`src/rtl/dtc_pkg.sv`:
```
// register map, field layouts and constants of the dual timer capture unit
package dtc_pkg;

    // word index of each register; the byte address is four times the index
    localparam logic [3:0] DTC_NARROW_CTL_IDX   = 4'h0;
    localparam logic [3:0] DTC_SHARED_CTL_IDX   = 4'h1;
    localparam logic [3:0] DTC_WIDE_CTL_IDX     = 4'h2;
    localparam logic [3:0] DTC_NARROW_RL_LO_IDX = 4'h4;
    localparam logic [3:0] DTC_NARROW_RL_HI_IDX = 4'h5;
    localparam logic [3:0] DTC_WIDE_RL_LO_IDX   = 4'h6;
    localparam logic [3:0] DTC_WIDE_RL_HI_IDX   = 4'h7;
    localparam logic [3:0] DTC_WIDE_CAP_LO_IDX  = 4'h8;
    localparam logic [3:0] DTC_WIDE_CAP_HI_IDX  = 4'h9;
    localparam logic [3:0] DTC_NARROW_CAP_LO_IDX = 4'ha;
    localparam logic [3:0] DTC_NARROW_CAP_HI_IDX = 4'hb;

    // reset values
    localparam logic [7:0]  DTC_CTL_RESET     = 8'h00;
    localparam logic [7:0]  DTC_RELOAD_RESET  = 8'h00;
    localparam logic [7:0]  DTC_CAPTURE_RESET = 8'h00;
    localparam logic [15:0] DTC_WIDE_CAP_RESET = 16'h0000;

    // counter constants
    localparam logic [7:0]  DTC_NARROW_FULL = 8'hff;
    localparam logic [7:0]  DTC_NARROW_ONE  = 8'h01;
    localparam logic [15:0] DTC_WIDE_FULL   = 16'hffff;
    localparam logic [15:0] DTC_WIDE_ONE    = 16'h0001;

    // narrow timer control, bit 7 down to bit 0
    typedef struct packed {
        logic       enable;
        logic       single_pass;
        logic       timeout_st;
        logic       demod;
        logic       rsvd3;
        logic       edge_ie;
        logic       timeout_ie;
        logic       rsvd0;
    } dtc_narrow_ctl_t;

    // shared control; edge_sel bit 0 picks rising, bit 1 falling edges
    typedef struct packed {
        logic [1:0] rsvd;
        logic [1:0] edge_sel;
        logic [1:0] force_out;
        logic       narrow_init;
        logic       wide_init;
    } dtc_shared_ctl_t;

    // wide timer control, bit 7 down to bit 0
    typedef struct packed {
        logic       enable;
        logic       capture_mode;
        logic       timeout_st;
        logic       demod;
        logic       rsvd3;
        logic       edge_ie;
        logic       timeout_ie;
        logic       single_pass;
    } dtc_wide_ctl_t;

    // filtered pin level with one-cycle edge pulses
    typedef struct packed {
        logic       level;
        logic       rise;
        logic       fall;
    } dtc_pin_t;

endpackage

```
`src/rtl/dtc_timer_unit.sv`:
```
// dual down-counting timer with waveform output and edge capture, Avalon-MM slave
//
// The Avalon-MM slave port is this design's own decision.
`timescale 1ns/10ps
`default_nettype none

// Operation
// - on enable outside demod narrow output takes initial level; loads low or high reload by it
// - single-pass narrow: count to zero, stop, toggle, set timeout status, interrupt
// - modulo-N narrow: first terminal count toggles only; later ones also flag
// - modulo-N narrow reloads low value if output now 0, else high value
// - reload registers writable anytime; take effect at next load
// - count of 1 forbidden; count 0 wraps narrow timer through ff to fe
// - narrow demod: falling edge count goes to high capture, others to low
// - after narrow capture set edge status, interrupt if enabled, reload ff
// - narrow demod reaching zero sets timeout status and keeps counting from ff
// - wide output while disabled and not forced is inverse of its initial-level bit
// - force bits 10 or 11 hold wide output at 0 or 1 always
// - on enable wide timer loads high*256+low and, outside demod, output takes initial level
// - wide reaching zero toggles output outside demod, sets timeout status, interrupts if enabled
// - wide stops after terminal count in single-pass, reloads in modulo-N
// - wide count 1 forbidden; count 0 wraps to ffff without timeout
// - wide demod: first selected edge captures, reloads and starts counting
// - later wide edges capture complemented count, flag, interrupt, reload ffff
// - capture registers read back captured byte; writes are ignored
// - wide capture high register holds msb, low register holds lsb
module dtc_timer_unit
    import dtc_pkg::*;
(
    input  wire logic        sys_clk,
    input  wire logic        rst_n,
    input  wire logic [3:0]  avs_address,
    input  wire logic        avs_read,
    input  wire logic        avs_write,
    input  wire logic [31:0] avs_writedata,
    input  wire logic [3:0]  avs_byteenable,
    output logic      [31:0] avs_readdata,
    output logic             avs_waitrequest,
    input  wire logic        timer_tick,
    input  wire logic        narrow_timer_input,
    input  wire logic        wide_timer_input,
    output logic             narrow_timer_output,
    output logic             wide_timer_output,
    output logic             narrow_timeout_irq,
    output logic             narrow_edge_irq,
    output logic             wide_timeout_irq,
    output logic             wide_edge_irq
);

    function automatic logic sel(input logic [3:0] a, input logic [3:0] idx);
        return a == idx;
    endfunction

    function automatic logic edge_hit(input dtc_pin_t p, input logic [1:0] s);
        return (s[0] & p.rise) | (s[1] & p.fall);
    endfunction

    dtc_narrow_ctl_t n_ctl_q;
    dtc_shared_ctl_t s_ctl_q;
    dtc_wide_ctl_t   w_ctl_q;
    logic [7:0]      n_rl_lo_q;
    logic [7:0]      n_rl_hi_q;
    logic [7:0]      w_rl_lo_q;
    logic [7:0]      w_rl_hi_q;
    logic [7:0]      n_cap_lo_q;
    logic [7:0]      n_cap_hi_q;
    logic [15:0]     w_cap_q;
    logic [7:0]      n_cnt_q;
    logic [15:0]     w_cnt_q;
    logic            n_out_q;
    logic            w_level_q;
    logic            w_out_q;
    logic            n_en_prev_q;
    logic            w_en_prev_q;
    logic            n_first_q;
    logic            w_armed_q;
    logic            n_to_st_q;
    logic            w_to_st_q;
    logic            rise_st_q;
    logic            fall_st_q;
    logic            ack_q;
    logic [31:0]     rdata_q;
    logic [7:0]      rd_mux;
    logic            n_irq_to_q;
    logic            n_irq_edge_q;
    logic            w_irq_to_q;
    logic            w_irq_edge_q;
    dtc_pin_t        n_pin;
    dtc_pin_t        w_pin;

    dtc_pin_sync u_narrow_sync (
        .sys_clk (sys_clk),
        .rst_n   (rst_n),
        .pin_in  (narrow_timer_input),
        .pin_ev  (n_pin)
    );

    dtc_pin_sync u_wide_sync (
        .sys_clk (sys_clk),
        .rst_n   (rst_n),
        .pin_in  (wide_timer_input),
        .pin_ev  (w_pin)
    );

    // bus: one wait cycle, request taken at the edge where waitrequest is low
    logic       wr_take;
    logic [7:0] wr_byte;
    assign avs_waitrequest = (avs_read | avs_write) & ~ack_q;
    assign wr_take         = avs_write & ack_q & avs_byteenable[0];
    assign wr_byte         = avs_writedata[7:0];
    assign avs_readdata    = rdata_q;

    always_ff @(posedge sys_clk or negedge rst_n) begin
        if (!rst_n) begin
            ack_q <= 1'b0;
        end else begin
            ack_q <= (avs_read | avs_write) & ~ack_q;
        end
    end

    // narrow timer events
    logic n_start;
    logic n_run;
    logic n_tc;
    logic n_cap;
    logic n_zero;
    logic n_done;
    assign n_start = n_ctl_q.enable & ~n_en_prev_q;
    assign n_run   = n_ctl_q.enable & n_en_prev_q;
    assign n_tc    = n_run & ~n_ctl_q.demod & timer_tick & (n_cnt_q == DTC_NARROW_ONE);
    assign n_cap   = n_run & n_ctl_q.demod & edge_hit(n_pin, s_ctl_q.edge_sel);
    assign n_zero  = n_run & n_ctl_q.demod & timer_tick & ~n_cap & (n_cnt_q == DTC_NARROW_ONE);
    assign n_done  = n_tc & n_ctl_q.single_pass;

    // wide timer events
    logic w_start;
    logic w_run;
    logic w_counting;
    logic w_edge;
    logic w_first;
    logic w_cap;
    logic w_tc;
    logic w_done;
    assign w_start    = w_ctl_q.enable & ~w_en_prev_q;
    assign w_run      = w_ctl_q.enable & w_en_prev_q;
    assign w_counting = w_run & (~w_ctl_q.demod | ~w_armed_q);
    assign w_edge     = w_run & w_ctl_q.demod & edge_hit(w_pin, s_ctl_q.edge_sel);
    assign w_first    = w_edge & w_armed_q;
    assign w_cap      = w_edge & ~w_armed_q;
    assign w_tc       = w_counting & timer_tick & ~w_edge & (w_cnt_q == DTC_WIDE_ONE);
    assign w_done     = w_tc & ~w_ctl_q.demod & w_ctl_q.single_pass;

    // control and reload registers
    always_ff @(posedge sys_clk or negedge rst_n) begin
        if (!rst_n) begin
            n_ctl_q   <= DTC_CTL_RESET;
            s_ctl_q   <= DTC_CTL_RESET;
            w_ctl_q   <= DTC_CTL_RESET;
            n_rl_lo_q <= DTC_RELOAD_RESET;
            n_rl_hi_q <= DTC_RELOAD_RESET;
            w_rl_lo_q <= DTC_RELOAD_RESET;
            w_rl_hi_q <= DTC_RELOAD_RESET;
        end else begin
            if (wr_take && sel(avs_address, DTC_NARROW_CTL_IDX)) begin
                n_ctl_q            <= dtc_narrow_ctl_t'(wr_byte);
                n_ctl_q.timeout_st <= 1'b0;
            end else if (n_done) begin
                n_ctl_q.enable <= 1'b0;
            end
            if (wr_take && sel(avs_address, DTC_WIDE_CTL_IDX)) begin
                w_ctl_q            <= dtc_wide_ctl_t'(wr_byte);
                w_ctl_q.timeout_st <= 1'b0;
            end else if (w_done) begin
                w_ctl_q.enable <= 1'b0;
            end
            if (wr_take && sel(avs_address, DTC_SHARED_CTL_IDX)) begin
                s_ctl_q      <= dtc_shared_ctl_t'(wr_byte);
                s_ctl_q.rsvd <= 2'b00;
            end
            // reload values only reach the counter when it next loads
            if (wr_take && sel(avs_address, DTC_NARROW_RL_LO_IDX)) begin
                n_rl_lo_q <= wr_byte;
            end
            if (wr_take && sel(avs_address, DTC_NARROW_RL_HI_IDX)) begin
                n_rl_hi_q <= wr_byte;
            end
            if (wr_take && sel(avs_address, DTC_WIDE_RL_LO_IDX)) begin
                w_rl_lo_q <= wr_byte;
            end
            if (wr_take && sel(avs_address, DTC_WIDE_RL_HI_IDX)) begin
                w_rl_hi_q <= wr_byte;
            end
        end
    end

    // narrow counter, output and first-pass marker
    always_ff @(posedge sys_clk or negedge rst_n) begin
        if (!rst_n) begin
            n_cnt_q     <= DTC_NARROW_FULL;
            n_out_q     <= 1'b0;
            n_first_q   <= 1'b0;
            n_en_prev_q <= 1'b0;
        end else begin
            n_en_prev_q <= n_ctl_q.enable;
            if (n_start) begin
                n_cnt_q   <= n_ctl_q.demod ? DTC_NARROW_FULL :
                             (s_ctl_q.narrow_init ? n_rl_hi_q : n_rl_lo_q);
                n_first_q <= 1'b1;
                if (!n_ctl_q.demod) begin
                    n_out_q <= s_ctl_q.narrow_init;
                end
            end else if (n_cap) begin
                n_cnt_q <= DTC_NARROW_FULL;
            end else if (n_tc) begin
                n_out_q   <= ~n_out_q;
                n_first_q <= 1'b0;
                // new level 0 takes the low value, 1 the high value
                n_cnt_q   <= n_ctl_q.single_pass ? (n_cnt_q - DTC_NARROW_ONE) :
                             (n_out_q ? n_rl_lo_q : n_rl_hi_q);
            end else if (n_run && timer_tick) begin
                n_cnt_q <= n_cnt_q - DTC_NARROW_ONE;
            end
        end
    end

    // narrow captures: falling edge goes high, others low
    always_ff @(posedge sys_clk or negedge rst_n) begin
        if (!rst_n) begin
            n_cap_lo_q <= DTC_CAPTURE_RESET;
            n_cap_hi_q <= DTC_CAPTURE_RESET;
        end else if (n_cap) begin
            if (n_pin.fall) begin
                n_cap_hi_q <= n_cnt_q;
            end else begin
                n_cap_lo_q <= n_cnt_q;
            end
        end
    end

    // wide counter, waveform level and first-edge arming
    always_ff @(posedge sys_clk or negedge rst_n) begin
        if (!rst_n) begin
            w_cnt_q     <= DTC_WIDE_FULL;
            w_level_q   <= 1'b0;
            w_armed_q   <= 1'b0;
            w_en_prev_q <= 1'b0;
            w_cap_q     <= DTC_WIDE_CAP_RESET;
        end else begin
            w_en_prev_q <= w_ctl_q.enable;
            if (w_start) begin
                w_cnt_q   <= {w_rl_hi_q, w_rl_lo_q};
                w_armed_q <= w_ctl_q.demod;
                if (!w_ctl_q.demod) begin
                    w_level_q <= s_ctl_q.wide_init;
                end
            end else if (w_first) begin
                w_cap_q   <= ~w_cnt_q;
                w_cnt_q   <= {w_rl_hi_q, w_rl_lo_q};
                w_armed_q <= 1'b0;
            end else if (w_cap) begin
                w_cap_q <= ~w_cnt_q;
                w_cnt_q <= DTC_WIDE_FULL;
            end else if (w_tc && !w_ctl_q.demod) begin
                w_level_q <= ~w_level_q;
                w_cnt_q   <= w_ctl_q.single_pass ? (w_cnt_q - DTC_WIDE_ONE) :
                             {w_rl_hi_q, w_rl_lo_q};
            end else if (w_counting && timer_tick) begin
                // zero wraps to ffff; only reaching zero counts as timeout
                w_cnt_q <= w_cnt_q - DTC_WIDE_ONE;
            end
        end
    end

    // wide output pin with force and idle levels
    always_ff @(posedge sys_clk or negedge rst_n) begin
        if (!rst_n) begin
            w_out_q <= 1'b1;
        end else if (s_ctl_q.force_out[1]) begin
            w_out_q <= s_ctl_q.force_out[0];
        end else if (!w_ctl_q.enable) begin
            w_out_q <= ~s_ctl_q.wide_init;
        end else begin
            w_out_q <= w_level_q;
        end
    end

    assign narrow_timer_output = n_out_q;
    assign wide_timer_output   = w_out_q;

    // sticky status: hardware set wins over a write-one clear
    logic n_to_set;
    logic n_to_clr;
    logic w_to_clr;
    logic edge_clr;
    assign n_to_set = (n_tc & ~(~n_ctl_q.single_pass & n_first_q)) | n_zero;
    assign n_to_clr = wr_take & sel(avs_address, DTC_NARROW_CTL_IDX) & wr_byte[5];
    assign w_to_clr = wr_take & sel(avs_address, DTC_WIDE_CTL_IDX) & wr_byte[5];
    assign edge_clr = wr_take & sel(avs_address, DTC_SHARED_CTL_IDX);

    always_ff @(posedge sys_clk or negedge rst_n) begin
        if (!rst_n) begin
            n_to_st_q <= 1'b0;
            w_to_st_q <= 1'b0;
            rise_st_q <= 1'b0;
            fall_st_q <= 1'b0;
        end else begin
            n_to_st_q <= n_to_set | (n_to_st_q & ~n_to_clr);
            w_to_st_q <= w_tc | (w_to_st_q & ~w_to_clr);
            rise_st_q <= (n_cap & n_pin.rise) | (w_cap & w_pin.rise) |
                         (rise_st_q & ~(edge_clr & wr_byte[0]));
            fall_st_q <= (n_cap & n_pin.fall) | (w_cap & w_pin.fall) |
                         (fall_st_q & ~(edge_clr & wr_byte[1]));
        end
    end

    // interrupt requests: status gated by enables
    always_ff @(posedge sys_clk or negedge rst_n) begin
        if (!rst_n) begin
            n_irq_to_q   <= 1'b0;
            n_irq_edge_q <= 1'b0;
            w_irq_to_q   <= 1'b0;
            w_irq_edge_q <= 1'b0;
        end else begin
            n_irq_to_q   <= n_to_st_q & n_ctl_q.timeout_ie;
            n_irq_edge_q <= (rise_st_q | fall_st_q) & n_ctl_q.edge_ie;
            w_irq_to_q   <= w_to_st_q & w_ctl_q.timeout_ie;
            w_irq_edge_q <= (rise_st_q | fall_st_q) & w_ctl_q.edge_ie;
        end
    end

    assign narrow_timeout_irq = n_irq_to_q;
    assign narrow_edge_irq    = n_irq_edge_q;
    assign wide_timeout_irq   = w_irq_to_q;
    assign wide_edge_irq      = w_irq_edge_q;

    // read decode; in demod the shared low bits show edge status
    always_comb begin
        rd_mux = 8'h00;
        if (sel(avs_address, DTC_NARROW_CTL_IDX)) begin
            rd_mux    = n_ctl_q;
            rd_mux[5] = n_to_st_q;
        end else if (sel(avs_address, DTC_SHARED_CTL_IDX)) begin
            rd_mux = s_ctl_q;
            if (n_ctl_q.demod || w_ctl_q.demod) begin
                rd_mux[1:0] = {fall_st_q, rise_st_q};
            end
        end else if (sel(avs_address, DTC_WIDE_CTL_IDX)) begin
            rd_mux    = w_ctl_q;
            rd_mux[5] = w_to_st_q;
        end else if (sel(avs_address, DTC_NARROW_RL_LO_IDX)) begin
            rd_mux = n_rl_lo_q;
        end else if (sel(avs_address, DTC_NARROW_RL_HI_IDX)) begin
            rd_mux = n_rl_hi_q;
        end else if (sel(avs_address, DTC_WIDE_RL_LO_IDX)) begin
            rd_mux = w_rl_lo_q;
        end else if (sel(avs_address, DTC_WIDE_RL_HI_IDX)) begin
            rd_mux = w_rl_hi_q;
        end else if (sel(avs_address, DTC_WIDE_CAP_LO_IDX)) begin
            rd_mux = w_cap_q[7:0];
        end else if (sel(avs_address, DTC_WIDE_CAP_HI_IDX)) begin
            rd_mux = w_cap_q[15:8];
        end else if (sel(avs_address, DTC_NARROW_CAP_LO_IDX)) begin
            rd_mux = n_cap_lo_q;
        end else if (sel(avs_address, DTC_NARROW_CAP_HI_IDX)) begin
            rd_mux = n_cap_hi_q;
        end
    end

    always_ff @(posedge sys_clk or negedge rst_n) begin
        if (!rst_n) begin
            rdata_q <= 32'h0000_0000;
        end else if (avs_read && !ack_q) begin
            rdata_q <= {24'h00_0000, rd_mux};
        end
    end
endmodule

`default_nettype wire

```
`src/rtl/dtc_pin_sync.sv`:
```
// three-stage pin synchroniser with agreement filter and edge pulses
`timescale 1ns/10ps
`default_nettype none

module dtc_pin_sync
    import dtc_pkg::*;
(
    input  wire logic     sys_clk,
    input  wire logic     rst_n,
    input  wire logic     pin_in,
    output var  dtc_pin_t pin_ev
);

    logic s1_q;
    logic s2_q;
    logic s3_q;
    logic level_q;
    logic rise_q;
    logic fall_q;

    always_ff @(posedge sys_clk or negedge rst_n) begin
        if (!rst_n) begin
            s1_q <= 1'b0;
            s2_q <= 1'b0;
            s3_q <= 1'b0;
        end else begin
            s1_q <= pin_in;
            s2_q <= s1_q;
            s3_q <= s2_q;
        end
    end

    // a change counts once stages two and three agree
    always_ff @(posedge sys_clk or negedge rst_n) begin
        if (!rst_n) begin
            level_q <= 1'b0;
            rise_q  <= 1'b0;
            fall_q  <= 1'b0;
        end else begin
            rise_q <= (s2_q == s3_q) && s2_q && !level_q;
            fall_q <= (s2_q == s3_q) && !s2_q && level_q;
            if (s2_q == s3_q) begin
                level_q <= s2_q;
            end
        end
    end

    assign pin_ev = '{level: level_q, rise: rise_q, fall: fall_q};

endmodule

`default_nettype wire

```
`config.mk`:
```
export PLATFORM = sky130hd
export DESIGN_NAME = dtc_timer_unit
export DESIGN_NICKNAME = d
export VERILOG_FILES = /design/src/rtl/dtc_pkg.sv /design/src/rtl/dtc_timer_unit.sv /design/src/rtl/dtc_pin_sync.sv
export SDC_FILE = /design/constraint.sdc
export NUM_CORES = 1
export LEC_CHECK = 0
export BUFFER_PORTS_ARGS = -buffer_cell sky130_fd_sc_hd__buf_4
export CORE_ASPECT_RATIO = 2
export CORE_MARGIN = 8
export CORE_UTILIZATION = 35
export DETAILED_ROUTE_END_ITERATION = 10
export HOLD_SLACK_MARGIN = 0.06
export PLACE_DENSITY = 0.52
export SYNTH_ARGS = -nofsm -noshare
export SYNTH_HDL_FRONTEND = slang
export SYNTH_SLANG_ARGS = --single-unit
```
`constraint.sdc`:
```
create_clock -name sys_clk -period 2.4 [get_ports sys_clk]
set_input_delay 0.48 -clock sys_clk [delete_from_list [all_inputs] [get_ports sys_clk]]
set_output_delay 0.48 -clock sys_clk [all_outputs]
set_load 0.02 [all_outputs]
```
==> results.txt <==
Post-Route WL: 24.0 mm
Reg2reg start: w_cnt_q[6]$_DFFE_PN1P_
Synth Flop Type: dfrtp_1
Crit path kind: reg -> reg
Setup WS pre-CTS: -0.0204 ns
Routability Congestion: 0.924
Period utilisation layout: 95.9%
Crit path time final: 2.30 ns
Post-route worst setup slack: 0.0977 ns
CTS tree: done
Core Box Area: 0.0215 mm²
GRT Overall Usage: 18.5%
Global-route wire length before repair: 37.1 mm
Synthesized flop and latch total: 144
Initial Utilization: 35.6%
Largest net degree at the start of global routing: 57
Static leakage: 4.01 nW
Die height: 225 µm
P&R area growth vs syn: 17.8%
Final setup vio count: 0
Worst-path fanout max: 7
Worst r2r path cells: 5
Dpl hpwl: 18.5 mm
Nets@finish: 853
Synth async-reset ratio: 100%
Clock Skew: 0.0130 ns
Synth cell types: 72
# rows: 76
Reg2Reg Setup Slack: 0.1 ns
Ys Warns: 0
Fmax: 434 MHz
Setup_tns: 0 ns
Critical Path RT: 2.74 ns
Die X: 121 µm
Utilization after layout: 42.0%
Ports: 86
Crit end category: flip-flop
DP Area: 0.00840 mm²
Clock transition at path regs: 0.06 ns
Critical Path Source Type: flip-flop
Syn Area/Cell: 10.4 µm²
Maximum VDD drop: 0.479 mV
Avg Vias per Cell: 5.50
Arrival @ worst endpoint: 2.65 ns
Vias: 5,957
Status: finished clean
Die area: 0.0272 mm²
CTS root buffer: clkbuf_16
Hold Slack: 0.150 ns
DRC errors left: 0
Sequential share of the synthesized area: 47.5%
Worst-Margin Slew: 0.800 ns
Starting DRT DRC Count: 262
Antenna fix cells: 0
Mapped cell area: 0.00766 mm²
Worst R2R End: w_cnt_q[12]$_DFFE_PN1P_
Detail Route Antenna Nets: 0
CTS sink count: 144
Pwr/cell area: 894 mW/mm²
Cell area after layout: 0.00902 mm²
Final hold viol count: 0
Final std cells w/o fill: 1,084
Initial antenna violation count: 0
Worst Setup SP: w_cnt_q[6]$_DFFE_PN1P_
RSZ-0062 raised after global routing: false
Worst-case clock buffer depth: 2
Vias in the first global route: 6,302
Num CTS Buffers: 17
Hold Path Class: in -> reg
Slew HR: 46.5%
Mapped Cells: 736
Routed WL per cell: 22.2 µm
Max-cap violations: 0
Layout cells sized above 1: 29.7%
Slew Viols, Final: 0
Power, Total: 8.07 mW
Post-synth EDFFs: 0
Drt pass-1 iters: 4
Clk_lat worst skew: 0.44 ns
Cell Count Post-Placement: 1,051
CTS HTree Levels: 4
Total gr overflow: 0
Port bufs: 34
End of the critical path: w_cnt_q[12]$_DFFE_PN1P_
[worst min-delay path by stage]
stage                                            start                      endpoint  slack, ns  cells after the start
after CTS                             wide_timer_input    u_wide_sync.s1_q$_DFF_PN0_       0.13                      1
after global routing                  wide_timer_input    u_wide_sync.s1_q$_DFF_PN0_       0.12                      1
after global placement      u_wide_sync.s1_q$_DFF_PN0_    u_wide_sync.s2_q$_DFF_PN0_       0.34                      0
after detailed placement  u_narrow_sync.s1_q$_DFF_PN0_  u_narrow_sync.s2_q$_DFF_PN0_       0.34                      0
final                                 wide_timer_input    u_wide_sync.s1_q$_DFF_PN0_       0.15                      1
after floorplan                                  rst_n               ack_q$_DFF_PN0_       0.18                      0
[repair_timing]
item                                   4_1_cts  5_1_grt
setup endpoints to repair                    2        1
setup buffers                                0        0
hold buffers                                 1        0
gates resized for setup                      2        1
endpoints found under the hold margin       20        0
[logic make-up (layout without fill, tap and decap cells)]
kind of cell             after synthesis  after routing  synth area share (%)
buffers and inverters                 85            137                  5.52
XOR/XNOR                               9              9                  1.03
flip-flops                           144            144                  47.5
AND/OR/NAND/NOR                      227            227                  15.5
adder cells (fa/ha/maj)                8              8                  1.31
AO/OA/AOI/OAI                        166            166                  14.0
other                                  1             24                0.0490
multiplexers                          96             96                  15.1
[worst max-delay path: stages, from the launching register on]
cell and delay (ns):
dfstp_2 0.38, or4_1 0.59, or4_4 0.57, o21ai_4 0.27, o32ai_1 0.14, a311oi_1 0.26
[cells in the mapped netlist, drive strengths merged, types with 4 or more instances]
| cell type | instances | area (µm²) |
|---|---|---|
| dfrtp | 119 | 2980 |
| nand2 | 73 | 277 |
| mux2 | 65 | 732 |
| o21ai | 58 | 302 |
| nor2 | 40 | 150 |
| clkbuf | 31 | 118 |
| a21oi | 30 | 154 |
| buf | 30 | 206 |
| nor3 | 30 | 173 |
| dfstp | 25 | 657 |
| inv | 23 | 86.3 |
| mux2i | 22 | 220 |
| o22ai | 16 | 100 |
| nor2b | 13 | 81.3 |
| nor4 | 11 | 87.6 |
| and2 | 9 | 58.8 |
| mux4 | 9 | 203 |
| o21a | 9 | 67.6 |
| ha | 8 | 100 |
| nand2b | 8 | 50.1 |
| o31ai | 8 | 60.1 |
| nand3 | 7 | 35.0 |
| or3 | 7 | 50.1 |
| and3b | 6 | 52.6 |
| or4 | 6 | 48.8 |
| xnor2 | 6 | 52.6 |
| a31oi | 5 | 31.3 |
| o221a | 5 | 56.3 |
| a21boi | 4 | 33.8 |
| or2 | 4 | 25.0 |
[cell usage in the layout, fill, tap and decap left out, types with 5 or more instances in the layout]
cell type  synthesis  final
xnor2_1            6      6
buf_4             24     77
o31ai_1            8      8
ha_1               8      8
mux2i_1           22     22
nand3_1            7      7
dfstp_2           25     25
clkbuf_16          0     17
nor3_1            28     28
and3b_1            6      6
or4_1              5      5
mux4_2             9      9
nor4_1             8      8
a21oi_1           29     29
inv_1             23     23
nand2_1           72     72
and2_1             7      7
or3_1              5      5
nand2b_1           8      8
dfrtp_1          119    119
nor2b_1           13     13
o21ai_0           57     57
nor2_1            40     40
o21a_1             9      9
a31oi_1            5      5
conb_1             1     24
mux2_2            65     65
o221a_2            5      5
o22ai_1           16     16
[flip-flops by register name (all words and copies together) (netlist names), 6 cells and up]
name	cells
w_cap_q	16
n_cap_lo_q	8
n_rl_hi_q	8
n_ctl_q	7
w_cnt_q	16
s_ctl_q	6
w_rl_lo_q	8
n_cap_hi_q	8
avs_readdata	8
w_ctl_q	7
w_rl_hi_q	8
n_rl_lo_q	8
n_cnt_q	8
[per-layer routing]
layer  global-route usage, %  up-vias  routed length [µm]  part of all wire [%]
li1                        -     2748                   -                     -
met1                    18.2     2948                8390                    35
met2                    33.2      180               13000                    54
met3                    2.86       81                 696                   2.9
met4                    15.8        0                1950                   8.1
met5                       0        -                   0                     0
[power breakdown]
part / internal [mW] / switching [mW]
clock: 1.57 / 1.09
combinational: 0.894 / 1.10
sequential: 2.90 / 0.515
[final cells by class]
type,count,area (µm²)
sequential,144,3630
clock buffer,18,439
fill,2135,12500
inverter,23,86.3
clock inverter,14,153
timing repair buffer,82,659
multi-input combinational,530,3710
tap,273,342
(Power assumes the default switching activity.)
